## config.mk

```make
export PLATFORM = sky130hd
export DESIGN_NAME = etc_top
export DESIGN_NICKNAME = d
export VERILOG_FILES = /design/src/core/etc_pkg.sv /design/src/core/etc_top.sv
export SDC_FILE = /design/constraint.sdc
export NUM_CORES = 1
export LEC_CHECK = 0
export ABC_AREA = 1
export BUFFER_PORTS_ARGS = -buffer_cell sky130_fd_sc_hd__buf_4
export CAP_MARGIN = 20
export CORE_ASPECT_RATIO = 0.7
export CORE_MARGIN = 2
export CORE_UTILIZATION = 35
export CTS_CLUSTER_SIZE = 16
export DETAILED_ROUTE_END_ITERATION = 8
export PLACE_DENSITY = 0.53
export SYNTH_ARGS = -nofsm -noshare
export SYNTH_HDL_FRONTEND = slang
export SYNTH_SLANG_ARGS = --single-unit
```

## constraint.sdc

```tcl
create_clock -name i_clk_sys -period 18 [get_ports i_clk_sys]
set_clock_uncertainty 0.1 [all_clocks]
set_input_delay 2.7 -clock i_clk_sys [delete_from_list [all_inputs] [get_ports i_clk_sys]]
set_output_delay 2.7 -clock i_clk_sys [all_outputs]
set_load 0.01 [all_outputs]
```

## src/core/etc_pkg.sv

```systemverilog
// Purpose: constants and types for the exposure trigger control block
// Assumes: one 50 MHz clock, apb register access
// Notes:   register offsets are byte addresses of aligned 32-bit words
package etc_pkg;

  // ****************************************************************
  // register map
  // ****************************************************************
  localparam logic [7:0] ETC_ADDR_MODE   = 8'h00;
  localparam logic [7:0] ETC_ADDR_POL    = 8'h04;
  localparam logic [7:0] ETC_ADDR_DIV    = 8'h08;
  localparam logic [7:0] ETC_ADDR_MUL    = 8'h0c;
  localparam logic [7:0] ETC_ADDR_DUR_US = 8'h10;
  localparam logic [7:0] ETC_ADDR_DUR_TK = 8'h14;
  localparam logic [7:0] ETC_ADDR_AUTO   = 8'h18;
  localparam logic [7:0] ETC_ADDR_STATUS = 8'h1c;
  localparam logic [7:0] ETC_ADDR_TARGET = 8'h20;

  // ****************************************************************
  // reset values and timing
  // ****************************************************************
  localparam int          ETC_CLK_MHZ      = 50;
  localparam int          ETC_TICK_NS      = 1000;
  localparam int          ETC_TICK_CYCLES  = (ETC_TICK_NS * ETC_CLK_MHZ) / 1000;
  localparam logic [15:0] ETC_RST_FACTOR   = 16'h0001;
  localparam logic [23:0] ETC_RST_DUR      = 24'h0003e8;
  localparam logic [15:0] ETC_RST_TARGET   = 16'h0800;
  localparam logic [23:0] ETC_AUTO_STEP    = 24'h000010;
  localparam logic [15:0] ETC_AUTO_TOL     = 16'h0040;
  localparam logic [23:0] ETC_DUR_MAX      = 24'hffffff;

  // ****************************************************************
  // encodings
  // ****************************************************************
  typedef enum logic [1:0] {
    ETC_MODE_OFF   = 2'h0,
    ETC_MODE_TIMED = 2'h1,
    ETC_MODE_WIDTH = 2'h2,
    ETC_MODE_DEDIC = 2'h3
  } etc_mode_t;

  typedef enum logic [2:0] {
    ETC_ACT_RISE   = 3'h0,
    ETC_ACT_FALL   = 3'h1,
    ETC_ACT_EITHER = 3'h2,
    ETC_ACT_HIGH   = 3'h3,
    ETC_ACT_LOW    = 3'h4
  } etc_act_t;

  typedef enum logic [1:0] {
    ETC_AUTO_OFF  = 2'h0,
    ETC_AUTO_ONCE = 2'h1,
    ETC_AUTO_CONT = 2'h2
  } etc_auto_t;

  typedef enum logic [2:0] {
    ETC_SH_IDLE = 3'b001,
    ETC_SH_OPEN = 3'b010,
    ETC_SH_HOLD = 3'b100
  } etc_sh_t;

endpackage

```

## src/core/etc_top.sv

```systemverilog
// Purpose: trigger rate scaling and shutter control with apb registers
// Assumes: trigger, level and brightness inputs synchronous to i_clk_sys
// Notes:   one duration tick equals one microsecond, so both views agree
`timescale 1ns/1ps
module etc_top
#(
  parameter int FACTOR_W = 16,
  parameter int DUR_W    = 24
)
(
  // clock and reset
  input  wire logic                     i_clk_sys,
  input  wire logic                     i_sys_rst,
  // apb slave
  input  wire logic                     i_psel,
  input  wire logic                     i_penable,
  input  wire logic                     i_pwrite,
  input  wire logic [7:0]               i_paddr,
  input  wire logic [31:0]              i_pwdata,
  output logic      [31:0]              o_prdata,
  output logic                          o_pready,
  output logic                          o_pslverr,
  // trigger sources
  input  wire logic                     i_frame_trigger,
  input  wire logic                     i_frame_begin_event,
  input  wire logic                     i_shutter_open_trigger,
  input  wire logic                     i_shutter_close_trigger,
  input  wire logic                     i_shutter_level_trigger,
  // image brightness sample for auto shutter
  input  wire logic                     i_bright_valid,
  input  wire logic [15:0]              i_bright_level,
  // outputs
  output logic                          o_scaled_trigger,
  output logic                          o_shutter_open,
  output etc_pkg::etc_mode_t            o_shutter_operation_select
);
  import etc_pkg::*;

  // ****************************************************************
  // state
  // ****************************************************************
  typedef struct packed {
    etc_mode_t             mode;
    etc_act_t              pol;
    logic [FACTOR_W-1:0]   div;
    logic [FACTOR_W-1:0]   mul;
    logic [DUR_W-1:0]      dur;
    etc_auto_t             auto_sel;
    logic [15:0]           target;
    logic                  trig_d;
    logic                  open_d;
    logic                  close_d;
    logic                  begin_d;
    logic [FACTOR_W-1:0]   div_cnt;
    logic [FACTOR_W-1:0]   mul_left;
    logic                  mul_gap;
    logic                  scaled;
    etc_sh_t               sh;
    logic [DUR_W-1:0]      dur_cnt;
    logic [7:0]            tick_cnt;
    logic                  shutter;
    logic                  converged;
    logic [31:0]           prdata;
  } etc_state_t;

  etc_state_t st_r;
  etc_state_t st_nxt;

  logic        wr_en;
  logic        rd_en;
  logic        addr_ok;
  logic        trig_valid;
  logic        trig_edge_rise;
  logic        trig_edge_fall;
  logic        width_active;
  logic        open_evt;
  logic        close_evt;
  logic        dedic_active;
  logic        tick;
  logic [15:0] err;
  logic        begin_evt;

  // burst arithmetic, one bit wider to catch saturation
  logic [FACTOR_W-1:0] burst_left;
  logic [FACTOR_W:0]   burst_sum;

  // ****************************************************************
  // apb decode
  // ****************************************************************
  always_comb
  begin
    case (i_paddr)
      ETC_ADDR_MODE, ETC_ADDR_POL, ETC_ADDR_DIV, ETC_ADDR_MUL,
      ETC_ADDR_DUR_US, ETC_ADDR_DUR_TK, ETC_ADDR_AUTO,
      ETC_ADDR_STATUS, ETC_ADDR_TARGET: addr_ok = 1'b1;
      default:                          addr_ok = 1'b0;
    endcase
  end

  // zero wait states; unmapped addresses answer with pslverr
  assign wr_en     = i_psel && i_penable && i_pwrite && addr_ok;
  assign rd_en     = i_psel && !i_penable && !i_pwrite;
  assign o_pready  = 1'b1;
  assign o_pslverr = i_psel && i_penable && !addr_ok;
  assign o_prdata  = st_r.prdata;

  // ****************************************************************
  // trigger qualification
  // ****************************************************************
  // edge history resets low like the idle pins, so no false edge
  assign trig_edge_rise = i_frame_trigger && !st_r.trig_d;
  assign trig_edge_fall = !i_frame_trigger && st_r.trig_d;

  always_comb
  begin
    case (st_r.pol)
      ETC_ACT_RISE:   trig_valid = trig_edge_rise;
      ETC_ACT_FALL:   trig_valid = trig_edge_fall;
      ETC_ACT_EITHER: trig_valid = trig_edge_rise || trig_edge_fall;
      ETC_ACT_HIGH:   trig_valid = i_frame_trigger;
      ETC_ACT_LOW:    trig_valid = !i_frame_trigger;
      default:        trig_valid = 1'b0;
    endcase
  end

  // width follows the level matching the polarity
  always_comb
  begin
    case (st_r.pol)
      ETC_ACT_RISE, ETC_ACT_HIGH, ETC_ACT_EITHER: width_active = i_frame_trigger;
      ETC_ACT_FALL, ETC_ACT_LOW:                  width_active = !i_frame_trigger;
      default:                                    width_active = 1'b0;
    endcase
  end

  // only honoured in dedicated mode; other modes ignore them
  assign open_evt     = (st_r.mode == ETC_MODE_DEDIC) &&
                        i_shutter_open_trigger && !st_r.open_d;
  assign close_evt    = (st_r.mode == ETC_MODE_DEDIC) &&
                        i_shutter_close_trigger && !st_r.close_d;
  assign dedic_active = (st_r.mode == ETC_MODE_DEDIC) && i_shutter_level_trigger;
  assign begin_evt    = i_frame_begin_event && !st_r.begin_d;
  assign tick         = (st_r.tick_cnt == 8'(ETC_TICK_CYCLES - 1));
  assign err          = (i_bright_level > st_r.target) ? i_bright_level - st_r.target
                                                       : st_r.target - i_bright_level;

  // ****************************************************************
  // next state
  // ****************************************************************
  always_comb
  begin
    st_nxt         = st_r;
    st_nxt.trig_d  = i_frame_trigger;
    st_nxt.open_d  = i_shutter_open_trigger;
    st_nxt.close_d = i_shutter_close_trigger;
    st_nxt.begin_d = i_frame_begin_event;
    st_nxt.scaled  = 1'b0;

    // register writes
    if (wr_en)
    begin
      case (i_paddr)
        ETC_ADDR_MODE: st_nxt.mode = etc_mode_t'(i_pwdata[1:0]);
        ETC_ADDR_POL:  st_nxt.pol  = (i_pwdata[2:0] > 3'h4) ? st_r.pol
                                                            : etc_act_t'(i_pwdata[2:0]);
        ETC_ADDR_DIV:  st_nxt.div  = (i_pwdata[FACTOR_W-1:0] == '0) ? st_r.div
                                                                   : i_pwdata[FACTOR_W-1:0];
        ETC_ADDR_MUL:  st_nxt.mul  = (i_pwdata[FACTOR_W-1:0] == '0) ? st_r.mul
                                                                   : i_pwdata[FACTOR_W-1:0];
        // both views land in one store, so readback always agrees
        ETC_ADDR_DUR_US: st_nxt.dur = i_pwdata[DUR_W-1:0];
        ETC_ADDR_DUR_TK: st_nxt.dur = i_pwdata[DUR_W-1:0];
        ETC_ADDR_AUTO: st_nxt.auto_sel = (i_pwdata[1:0] == 2'h3) ? st_r.auto_sel
                                                                 : etc_auto_t'(i_pwdata[1:0]);
        ETC_ADDR_TARGET: st_nxt.target = i_pwdata[15:0];
        default: st_nxt.target = st_r.target;
      endcase
      if (i_paddr == ETC_ADDR_AUTO)
      begin
        st_nxt.converged = 1'b0;
      end
    end

    // read data captured in setup phase
    if (rd_en)
    begin
      case (i_paddr)
        ETC_ADDR_MODE:   st_nxt.prdata = {30'h0, st_r.mode};
        ETC_ADDR_POL:    st_nxt.prdata = {29'h0, st_r.pol};
        ETC_ADDR_DIV:    st_nxt.prdata = 32'(st_r.div);
        ETC_ADDR_MUL:    st_nxt.prdata = 32'(st_r.mul);
        ETC_ADDR_DUR_US: st_nxt.prdata = 32'(st_r.dur);
        ETC_ADDR_DUR_TK: st_nxt.prdata = 32'(st_r.dur);
        ETC_ADDR_AUTO:   st_nxt.prdata = {30'h0, st_r.auto_sel};
        ETC_ADDR_STATUS: st_nxt.prdata = {28'h0, st_r.converged, st_r.shutter,
                                          st_r.sh == ETC_SH_OPEN, st_r.scaled};
        ETC_ADDR_TARGET: st_nxt.prdata = {16'h0, st_r.target};
        default:         st_nxt.prdata = 32'h0;
      endcase
    end

    // one pulse per two cycles so each burst pulse is distinct
    burst_left = st_r.mul_left;
    if (st_r.mul_left != '0 && !st_r.mul_gap)
    begin
      st_nxt.scaled  = 1'b1;
      burst_left     = st_r.mul_left - 1'b1;
      st_nxt.mul_gap = 1'b1;
    end
    else
    begin
      st_nxt.mul_gap = 1'b0;
    end

    // rate scaler: every div-th valid trigger adds mul pulses; a trigger
    // taken mid-burst extends it; the count saturates at all ones, so pulses beyond that are lost
    // level polarities count every cycle, so a long level saturates when twice mul exceeds div
    burst_sum = {1'b0, burst_left} + {1'b0, st_r.mul};
    if (trig_valid)
    begin
      if (st_r.div_cnt >= st_r.div - 1'b1)
      begin
        st_nxt.div_cnt = '0;
        burst_left     = burst_sum[FACTOR_W] ? '1 : burst_sum[FACTOR_W-1:0];
      end
      else
      begin
        st_nxt.div_cnt = st_r.div_cnt + 1'b1;
      end
    end
    st_nxt.mul_left = burst_left;

    // microsecond tick divider, only in timed exposure
    // idles at zero so every exposure starts on a whole tick
    st_nxt.tick_cnt = (st_r.sh == ETC_SH_OPEN && !tick) ? st_r.tick_cnt + 8'h1 : 8'h0;

    // shutter sequencing
    case (st_r.mode)
      ETC_MODE_OFF:
      begin
        st_nxt.sh      = ETC_SH_IDLE;
        st_nxt.shutter = 1'b1;
      end
      ETC_MODE_TIMED:
      begin
        case (st_r.sh)
          ETC_SH_IDLE:
          begin
            st_nxt.shutter = 1'b0;
            if (begin_evt && st_r.dur != '0)
            begin
              st_nxt.sh      = ETC_SH_OPEN;
              st_nxt.dur_cnt = st_r.dur;
              st_nxt.shutter = 1'b1;
            end
          end
          ETC_SH_OPEN:
          begin
            if (tick)
            begin
              st_nxt.dur_cnt = st_r.dur_cnt - 1'b1;
              if (st_r.dur_cnt == 1)
              begin
                st_nxt.sh      = ETC_SH_IDLE;
                st_nxt.shutter = 1'b0;
              end
            end
          end
          default:
          begin
            st_nxt.sh      = ETC_SH_IDLE;
            st_nxt.shutter = 1'b0;
          end
        endcase
      end
      ETC_MODE_WIDTH:
      begin
        st_nxt.sh      = ETC_SH_IDLE;
        st_nxt.shutter = width_active;
      end
      ETC_MODE_DEDIC:
      begin
        // open/close pair holds; level trigger ors in
        if (open_evt)
        begin
          st_nxt.sh = ETC_SH_HOLD;
        end
        else if (close_evt)
        begin
          st_nxt.sh = ETC_SH_IDLE;
        end
        else if (st_r.sh != ETC_SH_HOLD)
        begin
          st_nxt.sh = ETC_SH_IDLE;
        end
        st_nxt.shutter = (open_evt || (st_r.sh == ETC_SH_HOLD && !close_evt)) ||
                         dedic_active;
      end
      default:
      begin
        st_nxt.sh      = ETC_SH_IDLE;
        st_nxt.shutter = 1'b0;
      end
    endcase

    // a stale convergence flag means nothing outside timed mode
    if (st_r.mode != ETC_MODE_TIMED)
    begin
      st_nxt.converged = 1'b0;
    end

    // auto shutter: step toward target brightness, timed mode only
    // a register write in the same cycle wins over the step
    if (st_r.mode == ETC_MODE_TIMED && st_r.auto_sel != ETC_AUTO_OFF &&
        i_bright_valid && !wr_en)
    begin
      if (err <= ETC_AUTO_TOL)
      begin
        st_nxt.converged = 1'b1;
        if (st_r.auto_sel == ETC_AUTO_ONCE)
        begin
          st_nxt.auto_sel = ETC_AUTO_OFF;
        end
      end
      else
      begin
        st_nxt.converged = 1'b0;
        if (i_bright_level < st_r.target)
        begin
          st_nxt.dur = (st_r.dur > ETC_DUR_MAX - ETC_AUTO_STEP) ? ETC_DUR_MAX
                                                                : st_r.dur + ETC_AUTO_STEP;
        end
        else
        begin
          st_nxt.dur = (st_r.dur > ETC_AUTO_STEP) ? st_r.dur - ETC_AUTO_STEP : 24'h1;
        end
      end
    end
  end

  // ****************************************************************
  // registers
  // ****************************************************************
  always_ff @(posedge i_clk_sys or posedge i_sys_rst)
  begin
    if (i_sys_rst)
    begin
      st_r          <= '0;
      st_r.mode     <= ETC_MODE_OFF;
      st_r.pol      <= ETC_ACT_RISE;
      st_r.div      <= ETC_RST_FACTOR;
      st_r.mul      <= ETC_RST_FACTOR;
      st_r.dur      <= ETC_RST_DUR;
      st_r.auto_sel <= ETC_AUTO_OFF;
      st_r.target   <= ETC_RST_TARGET;
      st_r.sh       <= ETC_SH_IDLE;
      st_r.shutter  <= 1'b1;
    end
    else
    begin
      st_r <= st_nxt;
    end
  end

  // ****************************************************************
  // outputs
  // ****************************************************************
  assign o_scaled_trigger           = st_r.scaled;
  assign o_shutter_open             = st_r.shutter;
  assign o_shutter_operation_select = st_r.mode;

endmodule

```

==> results.py, run 1 <==
metrics = {
    "detailed_routing": {
        "drc": 0,
        "avgRoutedWirePerCell_microns": 17.8,
        "final_antenna_net_count": 0,
        "drtIter0Drc": 1335,
        "drt_wl_total_microns": 45600,
        "first_pass_iters": 5,
        "via_count": 13100,
        "via_per_inst": 5.10,
    },
    "floorplan": {
        "start_util_pct": 35.7,
        "die_h_microns": 170,
        "die-area_sq_um": 40900,
        "coreArea_sq_um": 38600,
        "die_x_microns": 241,
        "pin_count": 105,
        "num_rows": 60,
    },
    "synth": {
        "synth-edff-count": 0,
        "synth_area_sq_um": 13800,
        "synth_top_area_share_pct": 30.2,
        "yosysSeqAreaShare_pct": 32.3,
        "synthCells": 1993,
        "syn_area_per_cell_sq_um": 6.90,
        "yosysWarnings": 0,
        "synthFlopType": "dfrtp_1",
        "ys_ff_latch": 177,
        "synthTopCellsByArea": "dfrtp_1 (30%), nand2_1 (15%), inv_1 (7.7%), ha_1 (6.9%), o21ai_0 (6.2%)",
        "postSynth.asyncResetShare_pct": 100,
        "synth_cell_types": 65,
        "synth_top_cell_by_area": "dfrtp_1",
    },
    "clocking": {
        "cts-root-buf": "clkbuf_16",
        "cts_hold_buf": 0,
        "cts_tree": "yes",
        "insertion_delay_ns": 0.46,
        "cts_resized": 0,
        "cts_setup_buffers": 0,
        "cts_sinks": 177,
        "clockBufferDepth": 2,
        "path_clk_slew_ns": 0.07,
        "cts_buffers": 17,
        "cts_htree_levels": 4,
    },
    "placement": {
        "dpl.cell_count": 2528,
        "dpl_cell_area_sq_um": 14600,
        "routabilityCongestion": 0.927,
        "dp_slack_ns": 10.63,
        "dp_hpwl_microns": 36200,
        "port-buffer-count": 87,
    },
    "worst_setup_path": {
        "critPathLaunchType": "primary input",
        "crit_family": "simple AND/OR/NAND/NOR gates",
        "r2r_cells": 21,
        "path_cells": "buf_4 -> or2_1 -> nor2_1 -> nand2_1 -> nor2_2 -> inv_2 -> o21ai_0 -> nor2_1 -> buf_4",
        "crit_fanout": 12,
        "worst-setup-path-type": "in2out",
        "cp.depth": 9,
        "crit_slowest_cell": "o21ai_0",
        "cpPeakStageDelay_ns": 0.36,
        "cp_num_buf_inv": 3,
        "cp.arrival_ns": 4.64,
        "crit_required_ns": 15.20,
        "cp-end-kind": "output pin",
    },
    "global_routing": {
        "grt_max_degree": 106,
        "grt_pass1_wl_microns": 70300,
        "antenna_found_initial": 0,
        "globalRouteOverflowTotal": 0,
        "grt_pass1_vias": 11900,
        "track_usage_pct": 22.7,
    },
    "cells_and_area": {
        "final_cell_area_sq_um": 15200,
        "fin_util_pct": 39.5,
        "final_cells": 2561,
        "final_cell_mix": "nand2_1 (546), inv_1 (283), o21ai_0 (171), dfrtp_1 (166), nor2_1 (158)",
        "final_layout_size_suffix_gt1_share_pct": 8.41,
        "antenna_cells": 0,
        "multi_input_area_sq_um": 7720,
        "final_nets": 2167,
        "syn2layout_area_growth_pct": 10.7,
        "seq_area_sq_um": 4440,
        "fillers": 4113,
        "layout.cells.most_common": "nand2_1",
    },
    "min_path": {
        "hold_path.class": "reg2reg",
        "worstHoldPathCells": 2,
    },
    "sta": {
        "period_share_pct": 41.3,
        "tns_ns": 0,
        "post-route-min-period_ns": 7.44,
        "rsz0062_at_grt": "no",
        "fmax_mhz": 134,
        "slew-limit-headroom_pct": 31.6,
        "setup_violations": 0,
        "timing.final.ws_setup_ns": 10.56,
        "finalHoldViolCount": 0,
        "max_slew.worst_pin.slew_ns": 1.02,
        "slew_violations": 0,
    },
    "flow_run": {
        "drv_cap": 0,
    },
    "power_and_ir_drop": {
        "p_leak_uw": 0.00772,
        "ir_worst_vdd_uv": 73.6,
        "p_per_area_nw_per_um2": 58.4,
    },
    "run_status": {
        "status": "finished, final reports clean",
    },
}
[stage by stage]
step	hold slack, ns	power [uW]
CTS	0.390	897
finish	0.386	889
floorplan	0.350	482
global route	0.405	928
detailed placement	0.371	518
global placement	0.366	516
[synthesized netlist by cell type (all sizes together), types with 11 or more instances]
master,count
inv,288
nor2,164
buf,48
dfrtp,166
ha,76
xor2,81
dfstp,11
nor3,44
nand4,33
xnor2,16
clkbuf,44
o21ai,175
a21oi,72
nand3,83
nor4,18
a221oi,13
o22ai,15
nand2,553
[sequential cells by signal (all words and copies together) (netlist names)]
name                        flops
o_shutter_operation_select      2
st_r                          149
o_shutter_open                  1
o_prdata                       24
o_scaled_trigger                1
[final timing paths]
kind                                     startpoint                       end  slack (ns)
setup / recovery                         i_paddr[1]                 o_pslverr       10.56
min in group asynchronous                 i_sys_rst        st_r[40]$_DFF_PP0_        2.23
hold / removal             o_prdata[15]$_DFFE_PP0P_  o_prdata[15]$_DFFE_PP0P_        0.39
hold reg to reg            o_prdata[15]$_DFFE_PP0P_  o_prdata[15]$_DFFE_PP0P_        0.39
max in group asynchronous                 i_sys_rst     st_r[121]$_DFFE_PP0P_       14.16
setup reg to reg              st_r[165]$_DFFE_PP1P_        st_r[79]$_DFF_PP0_       12.20
[tightest hold or removal path, delay by kind of cell, from the launching register on]
kind | cells | cell delay, ns
AO/OA/AOI/OAI | 1 | 0.05
flip-flops | 1 | 0.35
AND/OR/NAND/NOR | 1 | 0.05
[where the power goes]
group / switching [uW] / internal, uW / total (uW)
Sequential: 7.42 / 404 / 412
Clock: 190 / 188 / 378
Combinational: 65.5 / 33.5 / 99.0
[final cells by class]
cell class	count	share of cell area, %
multi-input cells	1440	50.7
flip-flops and latches	177	29.2
clock buffers	18	2.88
repair buffers	94	4.68
clock inverters	14	0.937
inverters	291	7.24
well taps	527	4.33
[per-layer routing]
metal	share of wire [%]	up-vias	GRT usage, %
li1	-	6458	-
met1	53	6121	36.8
met2	37	433	29.2
met3	7.5	43	4.80
met4	2.1	0	6.12
met5	0	-	0
[cell families (layout without fill, tap and decap cells)]
| kind of cell | Yosys count | after routing | synth area share, % |
|---|---|---|---|
| AOI/OAI and AO/OA | 334 | 334 | 13.9 |
| xor gates and xnor gates | 97 | 97 | 6.18 |
| adders and majority gates | 79 | 79 | 7.35 |
| buffers and inverters | 383 | 417 | 11.7 |
| DFF | 177 | 177 | 32.3 |
| muxes | 1 | 1 | 0.0818 |
| other | 2 | 9 | 0.0546 |
| and+or+nand+nor | 920 | 920 | 28.4 |
Note: power is estimated with default switching activity, not from simulation.
==> run 2: changes to the inputs <==
- PLACE_DENSITY: 0.53 -> 0.55
- clock period: 18 -> 6.4 ns (I/O delays scaled with it)
==> results.py, run 2 (synthesis results as in run 1) <==
metrics = {
    "worst_setup_path": {
        "cp.arrival_ns": 5.15,
        "r2r_start": "st_r[165]$_DFFE_PP1P_",
        "crit_required_ns": 6.68,
        "r2r_cells": 21,
        "crit_start": "st_r[165]$_DFFE_PP1P_",
        "critPathLaunchType": "register",
        "reg2reg_to": "st_r[75]$_DFF_PP0_",
        "crit_path_end": "st_r[75]$_DFF_PP0_",
        "crit_fanout": 15,
        "r2r_slack_ns": 1.53,
        "cp-end-kind": "register",
        "worst-setup-path-type": "reg2reg",
    },
    "clocking": {
        "path_clk_slew_ns": 0.07,
        "cts_buffers": 17,
        "insertion_delay_ns": 0.46,
        "cts-root-buf": "clkbuf_16",
        "cts_htree_levels": 4,
        "cts_resized": 0,
        "clockBufferDepth": 2,
        "cts_setup_buffers": 0,
        "cts_sinks": 177,
        "cts_hold_buf": 0,
        "cts_tree": "yes",
    },
    "global_routing": {
        "track_usage_pct": 22.3,
        "globalRouteOverflowTotal": 0,
        "grt_max_degree": 103,
        "grt_pass1_vias": 12000,
        "antenna_found_initial": 2,
        "grt_pass1_wl_microns": 69800,
    },
    "sta": {
        "rsz0062_at_grt": "no",
        "timing.final.ws_setup_ns": 1.53,
        "setup_violations": 0,
        "period_share_pct": 76.1,
        "slew_violations": 0,
        "max_slew.worst_pin.slew_ns": 1.01,
        "fmax_mhz": 205,
        "post-route-min-period_ns": 4.87,
        "finalHoldViolCount": 0,
        "slew-limit-headroom_pct": 32.4,
        "tns_ns": 0,
    },
    "detailed_routing": {
        "drc": 0,
        "via_count": 13100,
        "first_pass_iters": 6,
        "drt_wl_total_microns": 44600,
        "final_antenna_net_count": 0,
        "drtIter0Drc": 1442,
        "avgRoutedWirePerCell_microns": 17.4,
        "via_per_inst": 5.12,
    },
    "placement": {
        "dp_slack_ns": 1.61,
        "dpl_cell_area_sq_um": 14700,
        "routabilityCongestion": 0.902,
        "port-buffer-count": 87,
        "dp_hpwl_microns": 34800,
    },
    "min_path": {
        "hold_path.class": "reg2reg",
    },
    "power_and_ir_drop": {
        "p_leak_uw": 0.00772,
        "ir_worst_vdd_uv": 176,
        "p_per_area_nw_per_um2": 164,
    },
    "cells_and_area": {
        "final_cell_mix": "nand2_1 (546), inv_1 (283), o21ai_0 (171), dfrtp_1 (166), nor2_1 (158)",
        "regMostFlops": "st_r",
        "multi_input_area_sq_um": 7720,
        "final_layout_size_suffix_gt1_share_pct": 8.63,
        "final_nets": 2172,
        "seq_area_sq_um": 4440,
        "fillers": 4102,
        "final_cell_area_sq_um": 15200,
        "layout.cells.most_common": "nand2_1",
        "syn2layout_area_growth_pct": 10.8,
        "largest_register_ffs": 149,
    },
    "floorplan": {
        "start_util_pct": 35.7,
        "die-area_sq_um": 40900,
        "pin_count": 105,
        "die_h_microns": 170,
        "die_x_microns": 241,
        "coreArea_sq_um": 38600,
        "num_rows": 60,
    },
    "run_status": {
        "status": "finished, final reports clean",
    },
    "flow_run": {
        "drv_cap": 0,
    },
}
## run 2: cell type report
type,instances,area share (%)
flip-flops and latches,177,29.1
well taps,527,4.32
diodes,2,0.0328
inverters,291,7.21
clock buffers,17,2.79
multi-input cells,1440,50.7
repair buffers,99,4.87
clock inverters,15,0.968
## run 2: stage by stage
| step | hold WS (ns) | power (uW) | instances | utilization, % |
|---|---|---|---|---|
| 6_report | 0.383 | 2500 | 2568 | 39.5 |
| 5_1_grt | 0.415 | 2610 | 2568 | 39.5 |
| 4_1_cts | 0.389 | 2520 | 2566 | 39.5 |
| 3_5_place_dp | 0.370 | 1460 | 2534 | 38.0 |
| 3_3_place_gp | 0.366 | 1450 | 2534 | 38.0 |
| 2_1_floorplan | 0.350 | 1360 | 2000 | - |
## run 2: worst min path at each step
stage | to | slack (ns) | depth (start not counted) | startpoint
CTS | o_prdata[2]$_DFFE_PP0P_ | 0.39 | 2 | o_prdata[2]$_DFFE_PP0P_
floorplan | o_prdata[12]$_DFFE_PP0P_ | 0.35 | 2 | o_prdata[12]$_DFFE_PP0P_
global route | o_prdata[16]$_DFFE_PP0P_ | 0.41 | 2 | o_prdata[16]$_DFFE_PP0P_
global placement | st_r[180]$_DFFE_PP0P_ | 0.37 | 2 | st_r[180]$_DFFE_PP0P_
detailed placement | o_prdata[2]$_DFFE_PP0P_ | 0.37 | 2 | o_prdata[2]$_DFFE_PP0P_
finish | o_prdata[2]$_DFFE_PP0P_ | 0.38 | 2 | o_prdata[2]$_DFFE_PP0P_
## run 2: critical path: stages, from the launching register on
cell,delay [ns]
dfstp_2,0.37
inv_1,0.20
ha_1,0.23
inv_1,0.05
nor2_1,0.15
inv_1,0.05
nor3_1,0.23
nand2_1,0.11
nor4_1,0.34
nand2_1,0.15
nor3_1,0.22
xnor2_1,0.18
ha_1,0.28
nand4_1,0.12
nor3_1,0.09
a221oi_1,0.38
nand2_1,0.14
nand2_1,0.11
clkinv_1,0.54
nand2_1,0.52
nor2_1,0.08
a21oi_1,0.13
## run 2: report_power, final
group / switching [uW] / internal [uW]
clock: 518 / 547
sequential: 23.0 / 1140
combinational: 184 / 94.8
## run 2: layer usage
metal	up-vias	share of wire [%]	GRT usage, %
met1	6181	51	35.2
met4	0	1.4	5.53
met2	456	40	30.2
met5	-	0	0
met3	43	7.6	4.31
li1	6469	-	-
==> run 3: changes to the inputs <==
- clock period: 6.4 -> 4.1 ns (I/O delays scaled with it)
==> results.py, run 3 (synthesis results as in run 1) <==
metrics = {
    "run_status": {
        "status": "finished, final reports clean",
    },
    "worst_setup_path": {
        "cp-end-kind": "register",
        "reg2reg_to": "st_r[71]$_DFF_PP0_",
        "path_cells": "inv_1 -> ha_1 -> inv_1 -> nor2_1 -> inv_1 -> nor3_1 -> nand2_1 -> nor4_2 -> nand2_1 -> nor3_1 -> xnor2_1 -> ha_1 -> nand4_1 -> nor3_1 -> a221oi_2 -> nand2_1 -> nand2_1 -> clkinv_1 -> buf_4 -> o22ai_1 -> inv_1",
        "crit_slowest_cell": "dfrtp_1",
        "r2r_cells": 21,
        "cp_num_buf_inv": 6,
        "r2r_start": "st_r[166]$_DFFE_PP0P_",
        "cpPeakStageDelay_ns": 0.40,
        "critPathLaunchType": "register",
        "crit_required_ns": 4.35,
        "worst-setup-path-type": "reg2reg",
        "r2r_slack_ns": 0.33,
        "crit_fanout": 14,
        "crit_family": "simple AND/OR/NAND/NOR gates",
        "cp.arrival_ns": 4.03,
    },
    "placement": {
        "port-buffer-count": 87,
        "routabilityCongestion": 0.934,
        "dpl.cell_count": 2564,
        "dp_hpwl_microns": 36500,
        "dpl_cell_area_sq_um": 14900,
    },
    "floorplan": {
        "start_util_pct": 35.7,
        "die-area_sq_um": 40900,
        "die_h_microns": 170,
        "num_rows": 60,
        "pin_count": 105,
        "coreArea_sq_um": 38600,
        "die_x_microns": 241,
    },
    "detailed_routing": {
        "final_antenna_net_count": 0,
        "drt_wl_total_microns": 46100,
        "drtIter0Drc": 1267,
        "avgRoutedWirePerCell_microns": 17.7,
        "drc": 0,
        "via_count": 13200,
        "via_per_inst": 5.07,
        "first_pass_iters": 6,
    },
    "sta": {
        "fmax_mhz": 265,
        "max_slew.worst_pin.slew_ns": 0.902,
        "period_share_pct": 92.0,
        "finalHoldViolCount": 0,
        "post-route-min-period_ns": 3.77,
        "tns_ns": 0,
        "hold-worst-slack_ns": 0.169,
        "slew-limit-headroom_pct": 39.1,
        "rsz0062_at_grt": "no",
        "setup_violations": 0,
        "slew_violations": 0,
    },
    "cells_and_area": {
        "regMostFlops": "st_r",
        "fillers": 4090,
        "final_cells": 2597,
        "antenna_cells": 0,
        "final_cell_area_sq_um": 15600,
        "final_layout_size_suffix_gt1_share_pct": 10.4,
        "largest_register_ffs": 149,
        "final_cell_mix": "nand2_1 (544), inv_1 (282), o21ai_0 (168), dfrtp_1 (166), nor2_1 (158)",
        "layout.cells.most_common": "nand2_1",
        "fin_util_pct": 40.4,
        "final_nets": 2203,
        "syn2layout_area_growth_pct": 13.4,
    },
    "clocking": {
        "cts-root-buf": "clkbuf_16",
        "cts_htree_levels": 4,
        "cts_sinks": 177,
        "path_clk_slew_ns": 0.08,
        "cts_buffers": 17,
        "clockBufferDepth": 2,
        "cts_tree": "yes",
        "insertion_delay_ns": 0.47,
    },
    "global_routing": {
        "track_usage_pct": 22.9,
        "globalRouteOverflowTotal": 0,
        "grt_pass1_wl_microns": 70600,
        "antenna_found_initial": 1,
        "grt_max_degree": 69,
        "grt_pass1_vias": 12100,
    },
    "min_path": {
        "worstHoldPathCells": 1,
        "hold_path.class": "in2reg",
        "min-delay-start": "i_frame_begin_event",
        "holdPathEnd": "st_r[103]$_DFF_PP0_",
    },
    "power_and_ir_drop": {
        "ir_worst_vdd_uv": 237,
        "p_leak_uw": 0.00790,
        "p_per_area_nw_per_um2": 257,
    },
    "flow_run": {
        "drv_cap": 0,
    },
}
run 3: timing repair:
action                                 CTS  global route
setup endpoints to repair                0            22
hold buffers                             0             0
resized for setup                        0            15
endpoints found under the hold margin    0             0
setup buffers                            0             1
run 3: final cells by class:
class | instances | area [sq um] | share of cell area, %
Multi-Input combinational cell | 1440 | 7770 | 49.8
Sequential cell | 177 | 4440 | 28.5
Inverter | 291 | 1100 | 7.04
Timing Repair Buffer | 130 | 1000 | 6.42
Tap cell | 527 | 659 | 4.23
Clock buffer | 17 | 425 | 2.73
Clock inverter | 15 | 196 | 1.26
run 3: metrics by stage:
step                total power [uW]  setup slack, ns
global placement                2280            0.131
detailed placement              2290           0.0640
floorplan                       2120            0.270
global route                    4170           0.0171
CTS                             4040           0.0375
finish                          4010            0.327
run 3: worst max-delay path by stage:
stage	start	endpoint	slack, ns	cells after the start
3_3_place_gp	st_r[71]$_DFF_PP0_	st_r[71]$_DFF_PP0_	0.13	21
2_1_floorplan	st_r[165]$_DFFE_PP1P_	st_r[75]$_DFF_PP0_	0.27	22
5_1_grt	st_r[71]$_DFF_PP0_	st_r[86]$_DFF_PP0_	0.02	22
3_5_place_dp	st_r[71]$_DFF_PP0_	st_r[71]$_DFF_PP0_	0.06	21
4_1_cts	st_r[71]$_DFF_PP0_	st_r[71]$_DFF_PP0_	0.04	21
6_report	st_r[166]$_DFFE_PP0P_	st_r[71]$_DFF_PP0_	0.33	21
run 3: where the power goes:
group | leakage [uW] | switching [uW] | internal (uW)
combinational | 0.00537 | 289 | 158
sequential | 0.00224 | 37.2 | 1770
clock | 0.000291 | 867 | 880
run 3: per-layer routing:
layer	part of all wire [%]	vias up	global-route usage, %
li1	-	6530	-
met1	52	6139	36.4
met2	39	443	30.3
met3	7.8	49	5.37
met4	1.9	0	5.77
met5	0	-	0
